File: config.mk
export PLATFORM = sky130hd
export DESIGN_NAME = asq_seq_ctrl
export DESIGN_NICKNAME = d
export VERILOG_FILES = /design/src/design/asq_seq_ctrl.v /design/src/design/asq_clk_div.v
export VERILOG_INCLUDE_DIRS = /design/src /design/src/design
export SDC_FILE = /design/constraint.sdc
export NUM_CORES = 1
export LEC_CHECK = 0
export BUFFER_PORTS_ARGS = -buffer_cell sky130_fd_sc_hd__buf_2
export CORE_MARGIN = 5
export CORE_UTILIZATION = 30
export DETAILED_ROUTE_END_ITERATION = 16
export GPL_ROUTABILITY_DRIVEN = 0
export PLACE_DENSITY = 0.59
export SLEW_MARGIN = 20
export SYNTH_ARGS = -nofsm -noshare
export SYNTH_HDL_FRONTEND = slang
export SYNTH_SLANG_ARGS = --single-unit
File: constraint.sdc
create_clock -name sys_clk -period 6.6 [get_ports sys_clk]
set_input_delay 1.32 -clock sys_clk [delete_from_list [all_inputs] [get_ports sys_clk]]
set_output_delay 1.32 -clock sys_clk [all_outputs]
set_load 0.01 [all_outputs]
File: src/design/asq_consts.vh
`ifndef ASQ_CONSTS_VH
`define ASQ_CONSTS_VH

// Register byte addresses
`define ASQ_ADDR_CON2        5'h00
`define ASQ_ADDR_TIMING      5'h04
`define ASQ_ADDR_BUFSIZE     5'h08
`define ASQ_ADDR_CHSEL       5'h0c
`define ASQ_ADDR_MODE        5'h10
`define ASQ_ADDR_IRQ_STATUS  5'h14
`define ASQ_ADDR_IRQ_MASK    5'h18

// Field positions
`define ASQ_RATE_LSB         2
`define ASQ_AUTO_SAMPLE_TIME_FIELD_LSB         8
`define ASQ_CLKSEL_LSB       0
`define ASQ_BUFLEN_LSB       0
`define ASQ_POSA_BIT         0
`define ASQ_NEGA_LSB         1
`define ASQ_POSB_BIT         8
`define ASQ_NEGB_LSB         9

// Writable masks and reset values
`define ASQ_CON2_WMASK       16'h003c
`define ASQ_TIMING_WMASK     16'h1fff
`define ASQ_BUFSIZE_WMASK    16'h0007
`define ASQ_CHSEL_WMASK      16'h0707
`define ASQ_CON2_RST         16'h0000
`define ASQ_TIMING_RST       16'h0000
`define ASQ_BUFSIZE_RST      16'h0000
`define ASQ_CHSEL_RST        16'h0000

// Clock select limit and conversion timing
`define ASQ_CLKSEL_MAX       8'h3f
`define ASQ_CONV_TAD         12

// Interrupt status bits
`define ASQ_IRQ_STEP         0
`define ASQ_IRQ_CONV         1

// AXI responses
`define ASQ_RESP_OKAY        2'b00
`define ASQ_RESP_SLVERR      2'b10

`endif

File: src/design/asq_seq_ctrl.v
// Operation
// - After every increment_rate_field+1 finished conversions the DMA address steps and the interrupt event fires.
// - The auto-sample time holds for auto_sample_time_field conversion-clock periods, zero meaning none.
// - One conversion-clock period lasts conversion_clock_select+1 instruction cycles, codes from 64 up being reserved.
// - Each analog input owns a DMA area of 2 to the power buffer_size_per_input words, 1 to 128.
// - Bits 15 to 3 of the buffer-size register read zero and ignore writes.
`timescale 1ns/100ps
`include "asq_consts.vh"

module asq_seq_ctrl #(
	parameter AW = 11
) (
	// Clock and reset
	input  wire          sys_clk,
	input  wire          sys_rst,
	// AXI4-Lite write address
	input  wire [4:0]    s_axi_awaddr,
	input  wire          s_axi_awvalid,
	output wire          s_axi_awready,
	// AXI4-Lite write data
	input  wire [31:0]   s_axi_wdata,
	input  wire [3:0]    s_axi_wstrb,
	input  wire          s_axi_wvalid,
	output wire          s_axi_wready,
	// AXI4-Lite write response
	output reg  [1:0]    s_axi_bresp,
	output reg           s_axi_bvalid,
	input  wire          s_axi_bready,
	// AXI4-Lite read address
	input  wire [4:0]    s_axi_araddr,
	input  wire          s_axi_arvalid,
	output wire          s_axi_arready,
	// AXI4-Lite read data
	output reg  [31:0]   s_axi_rdata,
	output reg  [1:0]    s_axi_rresp,
	output reg           s_axi_rvalid,
	input  wire          s_axi_rready,
	// Conversion sequencing
	input  wire          trigger,
	output reg           sampling,
	output reg           converting,
	output reg           conv_done,
	// DMA side
	output reg  [AW-1:0] dma_addr,
	output reg           dma_step,
	input  wire [4:0]    input_index,
	// Channel 1-3 input routing, slot A then slot B
	output reg  [14:0]   pos_sel_a,
	output reg  [14:0]   pos_sel_b,
	output reg  [14:0]   neg_sel_a,
	output reg  [14:0]   neg_sel_b,
	output reg  [2:0]    neg_ref_a,
	output reg  [2:0]    neg_ref_b,
	// Interrupt
	output wire          irq
);
	localparam ST_IDLE   = 3'b001;
	localparam ST_SAMPLE = 3'b010;
	localparam ST_CONV   = 3'b100;

	reg [15:0] con2_reg;
	reg [15:0] timing_reg;
	reg [15:0] bufsize_reg;
	reg [15:0] chsel_reg;
	reg        twelve_bit_mode_reg;
	reg        auto_run_reg;
	reg [1:0]  irq_status_reg;
	reg [1:0]  irq_mask_reg;
	reg [2:0]  state_reg;
	reg [4:0]  tad_cnt_reg;
	reg [3:0]  rate_cnt_reg;
	reg [AW-1:0] ptr_reg;
	reg        aw_done_reg;
	reg        w_done_reg;
	reg [4:0]  aw_addr_reg;
	reg [31:0] w_data_reg;
	reg [3:0]  w_strb_reg;

	wire [3:0] increment_rate_field   = con2_reg[`ASQ_RATE_LSB +: 4];
	wire [4:0] auto_sample_time_field = timing_reg[`ASQ_AUTO_SAMPLE_TIME_FIELD_LSB +: 5];
	wire [7:0] conversion_clock_select = timing_reg[`ASQ_CLKSEL_LSB +: 8];
	wire [2:0] buffer_size_per_input  = bufsize_reg[`ASQ_BUFLEN_LSB +: 3];
	wire       positive_select_slot_a = chsel_reg[`ASQ_POSA_BIT];
	wire       positive_select_slot_b = chsel_reg[`ASQ_POSB_BIT];
	wire [1:0] negative_select_slot_a = chsel_reg[`ASQ_NEGA_LSB +: 2];
	wire [1:0] negative_select_slot_b = chsel_reg[`ASQ_NEGB_LSB +: 2];

	// Reserved clock codes are clamped so the divider never runs slower than 64
	wire [7:0] clk_sel_eff = (conversion_clock_select > `ASQ_CLKSEL_MAX) ?
		`ASQ_CLKSEL_MAX : conversion_clock_select;
	wire       tad_tick;

	asq_clk_div #(
		.W (8)
	) u_div (
		.sys_clk (sys_clk),
		.sys_rst (sys_rst),
		.sel     (clk_sel_eff),
		.run     (state_reg != ST_IDLE),
		.tick    (tad_tick)
	);

	function [15:0] merge16;
		input [15:0] old;
		input [31:0] wd;
		input [3:0]  st;
		input [15:0] wmask;
		reg   [15:0] t;
		begin
			t = old;
			if (st[0])
				t[7:0] = wd[7:0];
			if (st[1])
				t[15:8] = wd[15:8];
			merge16 = t & wmask;
		end
	endfunction

	// Three five-bit input numbers packed for channels 1,2,3
	function [14:0] trio;
		input [4:0] base;
		begin
			trio = {base + 5'd2, base + 5'd1, base};
		end
	endfunction

	// AXI write path: address and data taken in either order
	assign s_axi_awready = !aw_done_reg && !s_axi_bvalid;
	assign s_axi_wready  = !w_done_reg && !s_axi_bvalid;
	wire   wr_fire = aw_done_reg && w_done_reg;
	wire   wr_known = (aw_addr_reg == `ASQ_ADDR_CON2) || (aw_addr_reg == `ASQ_ADDR_TIMING) ||
		(aw_addr_reg == `ASQ_ADDR_BUFSIZE) || (aw_addr_reg == `ASQ_ADDR_CHSEL) ||
		(aw_addr_reg == `ASQ_ADDR_MODE) || (aw_addr_reg == `ASQ_ADDR_IRQ_STATUS) ||
		(aw_addr_reg == `ASQ_ADDR_IRQ_MASK);

	assign s_axi_arready = !s_axi_rvalid;
	wire   rd_fire = s_axi_arvalid && s_axi_arready;

	// Sequencer events
	wire conv_end  = (state_reg == ST_CONV) && tad_tick && (tad_cnt_reg == `ASQ_CONV_TAD - 1);
	wire step_now  = conv_end && (rate_cnt_reg == increment_rate_field);
	wire rd_status = rd_fire && (s_axi_araddr == `ASQ_ADDR_IRQ_STATUS);

	always @(posedge sys_clk) begin
		if (sys_rst) begin
			aw_done_reg <= 1'b0;
			w_done_reg  <= 1'b0;
			aw_addr_reg <= 5'h00;
			w_data_reg  <= 32'h00000000;
			w_strb_reg  <= 4'h0;
			s_axi_bvalid <= 1'b0;
			s_axi_bresp  <= `ASQ_RESP_OKAY;
			con2_reg    <= `ASQ_CON2_RST;
			timing_reg  <= `ASQ_TIMING_RST;
			bufsize_reg <= `ASQ_BUFSIZE_RST;
			chsel_reg   <= `ASQ_CHSEL_RST;
			twelve_bit_mode_reg <= 1'b0;
			auto_run_reg <= 1'b0;
			irq_mask_reg <= 2'b00;
		end else begin
			if (s_axi_awvalid && s_axi_awready) begin
				aw_done_reg <= 1'b1;
				aw_addr_reg <= s_axi_awaddr;
			end
			if (s_axi_wvalid && s_axi_wready) begin
				w_done_reg <= 1'b1;
				w_data_reg <= s_axi_wdata;
				w_strb_reg <= s_axi_wstrb;
			end
			if (wr_fire) begin
				aw_done_reg  <= 1'b0;
				w_done_reg   <= 1'b0;
				s_axi_bvalid <= 1'b1;
				s_axi_bresp  <= wr_known ? `ASQ_RESP_OKAY : `ASQ_RESP_SLVERR;
				case (aw_addr_reg)
				`ASQ_ADDR_CON2:
					con2_reg <= merge16(con2_reg, w_data_reg, w_strb_reg, `ASQ_CON2_WMASK);
				`ASQ_ADDR_TIMING:
					timing_reg <= merge16(timing_reg, w_data_reg, w_strb_reg,
						`ASQ_TIMING_WMASK);
				`ASQ_ADDR_BUFSIZE:
					bufsize_reg <= merge16(bufsize_reg, w_data_reg, w_strb_reg,
						`ASQ_BUFSIZE_WMASK);
				`ASQ_ADDR_CHSEL:
					chsel_reg <= merge16(chsel_reg, w_data_reg, w_strb_reg,
						`ASQ_CHSEL_WMASK);
				`ASQ_ADDR_MODE:
					if (w_strb_reg[0]) begin
						auto_run_reg        <= w_data_reg[0];
						twelve_bit_mode_reg <= w_data_reg[1];
					end
				`ASQ_ADDR_IRQ_MASK:
					if (w_strb_reg[0])
						irq_mask_reg <= w_data_reg[1:0];
				default: ;
				endcase
			end else if (s_axi_bvalid && s_axi_bready) begin
				s_axi_bvalid <= 1'b0;
			end
		end
	end

	// Read path, one cycle after the address is taken
	always @(posedge sys_clk) begin
		if (sys_rst) begin
			s_axi_rvalid <= 1'b0;
			s_axi_rdata  <= 32'h00000000;
			s_axi_rresp  <= `ASQ_RESP_OKAY;
		end else if (rd_fire) begin
			s_axi_rvalid <= 1'b1;
			s_axi_rresp  <= `ASQ_RESP_OKAY;
			case (s_axi_araddr)
			`ASQ_ADDR_CON2:    s_axi_rdata <= {16'h0000, con2_reg};
			`ASQ_ADDR_TIMING:  s_axi_rdata <= {16'h0000, timing_reg};
			`ASQ_ADDR_BUFSIZE: s_axi_rdata <= {16'h0000, bufsize_reg};
			// Channel selects, positive and negative, read zero in 12-bit mode
			`ASQ_ADDR_CHSEL:   s_axi_rdata <= {16'h0000, twelve_bit_mode_reg ?
				16'h0000 : chsel_reg};
			`ASQ_ADDR_MODE:    s_axi_rdata <= {27'h0000000, state_reg,
				twelve_bit_mode_reg, auto_run_reg};
			`ASQ_ADDR_IRQ_STATUS: s_axi_rdata <= {30'h00000000, irq_status_reg};
			`ASQ_ADDR_IRQ_MASK:   s_axi_rdata <= {30'h00000000, irq_mask_reg};
			default: begin
				s_axi_rdata <= 32'h00000000;
				s_axi_rresp <= `ASQ_RESP_SLVERR;
			end
			endcase
		end else if (s_axi_rvalid && s_axi_rready) begin
			s_axi_rvalid <= 1'b0;
		end
	end

	// Sample then convert, timed in conversion-clock periods
	always @(posedge sys_clk) begin
		if (sys_rst) begin
			state_reg    <= ST_IDLE;
			tad_cnt_reg  <= 5'h00;
			rate_cnt_reg <= 4'h0;
			sampling     <= 1'b0;
			converting   <= 1'b0;
			conv_done    <= 1'b0;
		end else begin
			conv_done <= conv_end;
			case (state_reg)
			ST_IDLE: begin
				tad_cnt_reg <= 5'h00;
				if (trigger || auto_run_reg) begin
					state_reg <= ST_SAMPLE;
					sampling  <= 1'b1;
				end
			end
			ST_SAMPLE: begin
				if (auto_sample_time_field == 5'h00 ||
					(tad_tick && tad_cnt_reg == auto_sample_time_field - 5'h01)) begin
					state_reg   <= ST_CONV;
					sampling    <= 1'b0;
					converting  <= 1'b1;
					tad_cnt_reg <= 5'h00;
				end else if (tad_tick) begin
					tad_cnt_reg <= tad_cnt_reg + 5'h01;
				end
			end
			ST_CONV: begin
				if (conv_end) begin
					state_reg    <= ST_IDLE;
					converting   <= 1'b0;
					rate_cnt_reg <= step_now ? 4'h0 : rate_cnt_reg + 4'h1;
				end else if (tad_tick) begin
					tad_cnt_reg <= tad_cnt_reg + 5'h01;
				end
			end
			default: begin
				state_reg  <= ST_IDLE;
				sampling   <= 1'b0;
				converting <= 1'b0;
			end
			endcase
		end
	end

	// DMA pointer walks within the per-input area, base from the input index
	always @(posedge sys_clk) begin
		if (sys_rst) begin
			ptr_reg  <= {AW{1'b0}};
			dma_addr <= {AW{1'b0}};
			dma_step <= 1'b0;
		end else begin
			dma_step <= step_now;
			if (step_now)
				ptr_reg <= (ptr_reg + 1'b1) & ((({{(AW-1){1'b0}}, 1'b1}) <<
					buffer_size_per_input) - 1'b1);
			dma_addr <= (({{(AW-5){1'b0}}, input_index}) << buffer_size_per_input) |
				ptr_reg;
		end
	end

	// Sticky status, set wins over the read clear
	always @(posedge sys_clk) begin
		if (sys_rst)
			irq_status_reg <= 2'b00;
		else
			irq_status_reg <= (rd_status ? 2'b00 : irq_status_reg) |
				{conv_end, step_now};
	end
	assign irq = |(irq_status_reg & irq_mask_reg);

	// Input routing
	always @(posedge sys_clk) begin
		if (sys_rst) begin
			pos_sel_a <= 15'h0000;
			pos_sel_b <= 15'h0000;
			neg_sel_a <= 15'h0000;
			neg_sel_b <= 15'h0000;
			neg_ref_a <= 3'h0;
			neg_ref_b <= 3'h0;
		end else begin
			pos_sel_a <= trio(positive_select_slot_a ? 5'd3 : 5'd0);
			pos_sel_b <= trio(positive_select_slot_b ? 5'd3 : 5'd0);
			neg_sel_a <= trio(negative_select_slot_a[0] ? 5'd9 : 5'd6);
			neg_sel_b <= trio(negative_select_slot_b[0] ? 5'd9 : 5'd6);
			neg_ref_a <= {3{twelve_bit_mode_reg | ~negative_select_slot_a[1]}};
			neg_ref_b <= {3{twelve_bit_mode_reg | ~negative_select_slot_b[1]}};
		end
	end
endmodule

File: src/design/asq_clk_div.v
`timescale 1ns/100ps
`include "asq_consts.vh"

// Conversion clock tick: one pulse every (sel + 1) instruction cycles
module asq_clk_div #(
	parameter W = 8
) (
	// Clock and reset
	input  wire         sys_clk,
	input  wire         sys_rst,
	// Control
	input  wire [W-1:0] sel,
	input  wire         run,
	// Tick out
	output reg          tick
);
	reg [W-1:0] cnt_reg;

	// Tick straight from the count so the first period after start is not one cycle long
	always @* begin
		tick = !sys_rst && run && (cnt_reg >= sel);
	end

	always @(posedge sys_clk) begin
		if (sys_rst || !run || tick) begin
			cnt_reg <= {W{1'b0}};
		end else begin
			cnt_reg <= cnt_reg + 1'b1;
		end
	end
endmodule

==> flow_metrics.env <==
export IMPL_nNetsFinal=860
export IMPL_max_freq_ghz=0.342
export IMPL_global_route_usage_total_pct=12.4
export IMPL_synth_enable_flop_cells=0
export IMPL_maxCapViolCount=0
export IMPL_synth_cell_types=70
export IMPL_relSlewSlack_pct=48.3
export IMPL_cts_sinks=128
export IMPL_drc=0
export IMPL_dpl_hpwl_mm=10.9
export IMPL_synthSimpleGateAreaFrac_pct=20.1
export IMPL_cp_data_arrival_time_ns=3.22
export IMPL_max_stage_delay_ns=0.61
export IMPL_ctsLongestPathBuffers=2
export IMPL_clk_latency_ns=0.41
export IMPL_finalCritPeriodShare_pct=44.2
export IMPL_htree_levels=4
export IMPL_period_needed_ns=2.92
export IMPL_cp_start_kind="input port"
export IMPL_io_pins=182
export IMPL_reg2reg_slack_ns=3.68
export IMPL_path_clk_slew_ns=0.06
export IMPL_leakage_nw=3.16
export IMPL_synth_xor_area_share_pct=2.95
export IMPL_die_height_um=154
export IMPL_io_buffer_count=115
export IMPL_synth_top_family_by_area="simple AND/OR/NAND/NOR gates"
export IMPL_status="completed"
export IMPL_overflow=0
export IMPL_via_per_inst=4.58
export IMPL_die_width_um=154
export IMPL_synthAdderAreaFrac_pct=2.61
export IMPL_slowest_stage="buf_4"
export IMPL_synthArstFlopShare_pct=0
export IMPL_antenna_found_initial=0
export IMPL_yosysSeqAreaShare_pct=41.1
export IMPL_holdWs_ns=0.451
export IMPL_worstSetupPathType="input port to flip-flop"
export IMPL_first_pass_iters=4
export IMPL_slew_violations=0
export IMPL_power_density_mw_per_mm2=256
export IMPL_final_setup_tns_ns=0
export IMPL_min_path_cells=2
export IMPL_synth_seq_cells=128
export IMPL_path_cells="buf_4 > buf_4 > inv_1 > o31a_1 > and2_1"
export IMPL_whs_endpoint="s_axi_rdata[7]"
export IMPL_grt_pass1_vias=4510
export IMPL_n_antenna_cell=0
export IMPL_syn_to_final_growth_pct=15.4
export IMPL_yosysWarningCount=0
export IMPL_postSynthCellCount=718
export IMPL_finalPower_w=0.00184
export IMPL_numCtsBuffers=17
export IMPL_min_from="s_axi_rdata[7]"
export IMPL_routedWlPerCell_um=13.9
export IMPL_grt_max_degree=57
export IMPL_routed_wirelength_mm=14.9
export IMPL_grt_pass1_wl_mm=23.9
export IMPL_synthMuxAreaShare_pct=8.08
export IMPL_ant_nets=0
export IMPL_netlist_area_mm2=0.00623
export IMPL_r2r_worst_path_cells=8
export IMPL_crit_top_cell="buf_4"
export IMPL_r2r_end="rate_cnt_reg[1]"
export IMPL_post_cts_buffers=0
export IMPL_peakVddDrop_mv=0.163
export IMPL_drtIter0Drc=337
export IMPL_design_core_area_mm2=0.0204
export IMPL_rsz0062_at_grt="no"
export IMPL_tightest_slew_ns=0.774
export IMPL_hold_class="flip-flop to flip-flop"
export IMPL_cts_root_buf="clkbuf_16"
export IMPL_start_util_pct=30.6
export IMPL_synth_compound_area_share_pct=12.6
export IMPL_worstPathRequired_ns=6.90
export IMPL_fin_skew_ns=0.0117
export IMPL_rows=52
export IMPL_synth_flop_cell="dfxtp_1"
export IMPL_die_area_mm2=0.0237
export IMPL_rr_startpoint="timing_reg[0]"
export IMPL_syn_avg_cell_area_um2=8.67
export IMPL_cts_tree="built"
export IMPL_cp_end_kind="flip-flop"
export IMPL_routed_via_count=4909
export IMPL_cts_hold_buf=0
export IMPL_cts_repair_resized=0
export IMPL_crit_fanout=56
export IMPL_finalSetupViolations=0
export IMPL_finalHoldViolations=0
export IMPL_drive_gt1_share_pct=20.7
[worst max-delay path by stage]
stage	startpoint	endpoint	slack [ns]	depth (start not counted)
after global routing	timing_reg[0]	rate_cnt_reg[1]	3.52	8
after floorplan	s_axi_araddr[2]	s_axi_rdata[0]	4.07	7
after detailed placement	sys_rst	ptr_reg[7]	3.23	5
after CTS	timing_reg[0]	rate_cnt_reg[1]	3.66	8
after global placement	sys_rst	ptr_reg[8]	3.23	5
final	sys_rst	ptr_reg[10]	3.68	5
[placed cells by master, fill, tap and decap left out, drive strengths merged, types with 10 or more instances in the layout]
cell / count
ha: 13
dfxtp: 128
nor3: 15
xnor2: 10
inv: 15
nand3: 26
nor2: 100
conb: 47
buf: 116
a21oi: 54
mux2i: 48
nand2: 59
xor2: 11
clkbuf: 19
o21ai: 24
[power breakdown]
| part | total [W] | leakage [nW] | internal (W) | switching (W) |
|---|---|---|---|---|
| combinational | 0.000122 | 1.84 | 0.0000410 | 0.0000805 |
| sequential | 0.000808 | 1.04 | 0.000791 | 0.0000170 |
| clock | 0.000913 | 0.283 | 0.000566 | 0.000348 |
| total | 0.00184 | 3.16 | 0.00140 | 0.000445 |
[layout make-up]
type                       instances  area, um2
clock buffer                      19        443
clock inverter                    13        139
timing repair buffer             116        586
multi-input combinational        510       3060
tap                              270        338
inverter                          15       56.3
sequential                       128       2560
fill                            2106      13200
[cell usage after synthesis, types with 3 or more instances]
| cell type | instances | area (um2) |
|---|---|---|
| nand4_1 | 4 | 25.0 |
| xor2_1 | 11 | 96.3 |
| nor2_1 | 98 | 368 |
| and3_1 | 7 | 43.8 |
| nand3_1 | 26 | 130 |
| a22oi_1 | 8 | 60.1 |
| o31ai_1 | 3 | 22.5 |
| buf_1 | 5 | 18.8 |
| a211oi_1 | 4 | 30.0 |
| or2_1 | 3 | 18.8 |
| inv_1 | 13 | 48.8 |
| clkbuf_1 | 24 | 90.1 |
| buf_2 | 3 | 15.0 |
| buf_4 | 76 | 571 |
| nor3b_1 | 5 | 37.5 |
| nor3_1 | 12 | 60.1 |
| a21oi_1 | 52 | 260 |
| nand2b_1 | 5 | 31.3 |
| o21ai_1 | 8 | 40.0 |
| a31oi_1 | 4 | 25.0 |
| nand2_1 | 59 | 221 |
| mux2i_1 | 48 | 480 |
| xnor2_1 | 10 | 87.6 |
| dfxtp_1 | 128 | 2560 |
| and2_1 | 6 | 37.5 |
| ha_1 | 13 | 163 |
| o21ai_0 | 16 | 80.1 |
| nor2b_1 | 9 | 56.3 |
[logic make-up after synthesis]
logic type / count (synthesis)
AND/OR/NAND/NOR: 257
flip-flops: 128
buffers and inverters: 125
AO/OA/AOI/OAI: 122
multiplexers: 50
XOR/XNOR: 21
adder cells (fa/ha/maj): 13
other: 2
[worst max-delay path, delay by kind of cell]
| kind | cells | cell delay, ns |
|---|---|---|
| buffers and inverters | 3 | 1.38 |
| AO/OA/AOI/OAI | 1 | 0.28 |
| AND/OR/NAND/NOR | 1 | 0.20 |
[per-layer routing]
layer  wire [um]  global-route usage (%)  vias to the layer above
met4         153                    3.70                        0
met1        7220                    16.6                     2281
li1            -                       -                     2491
met5           0                       0                        -
met2        6860                    19.8                      127
met3         651                    2.92                       10
[per-stage QoR]
stage / utilization (%) / instances / worst slack [ns] / instance area, um2
after floorplan: - / 763 / 4.07 / 6400
after global placement: 32.4 / 1039 / 3.23 / 6600
after detailed placement: 32.4 / 1039 / 3.23 / 6600
after CTS: 35.3 / 1071 / 3.66 / 7190
after global routing: 35.3 / 1071 / 3.52 / 7190
final: 35.3 / 1071 / 3.68 / 7190
No activity file was read; power rests on OpenSTA's default activity.
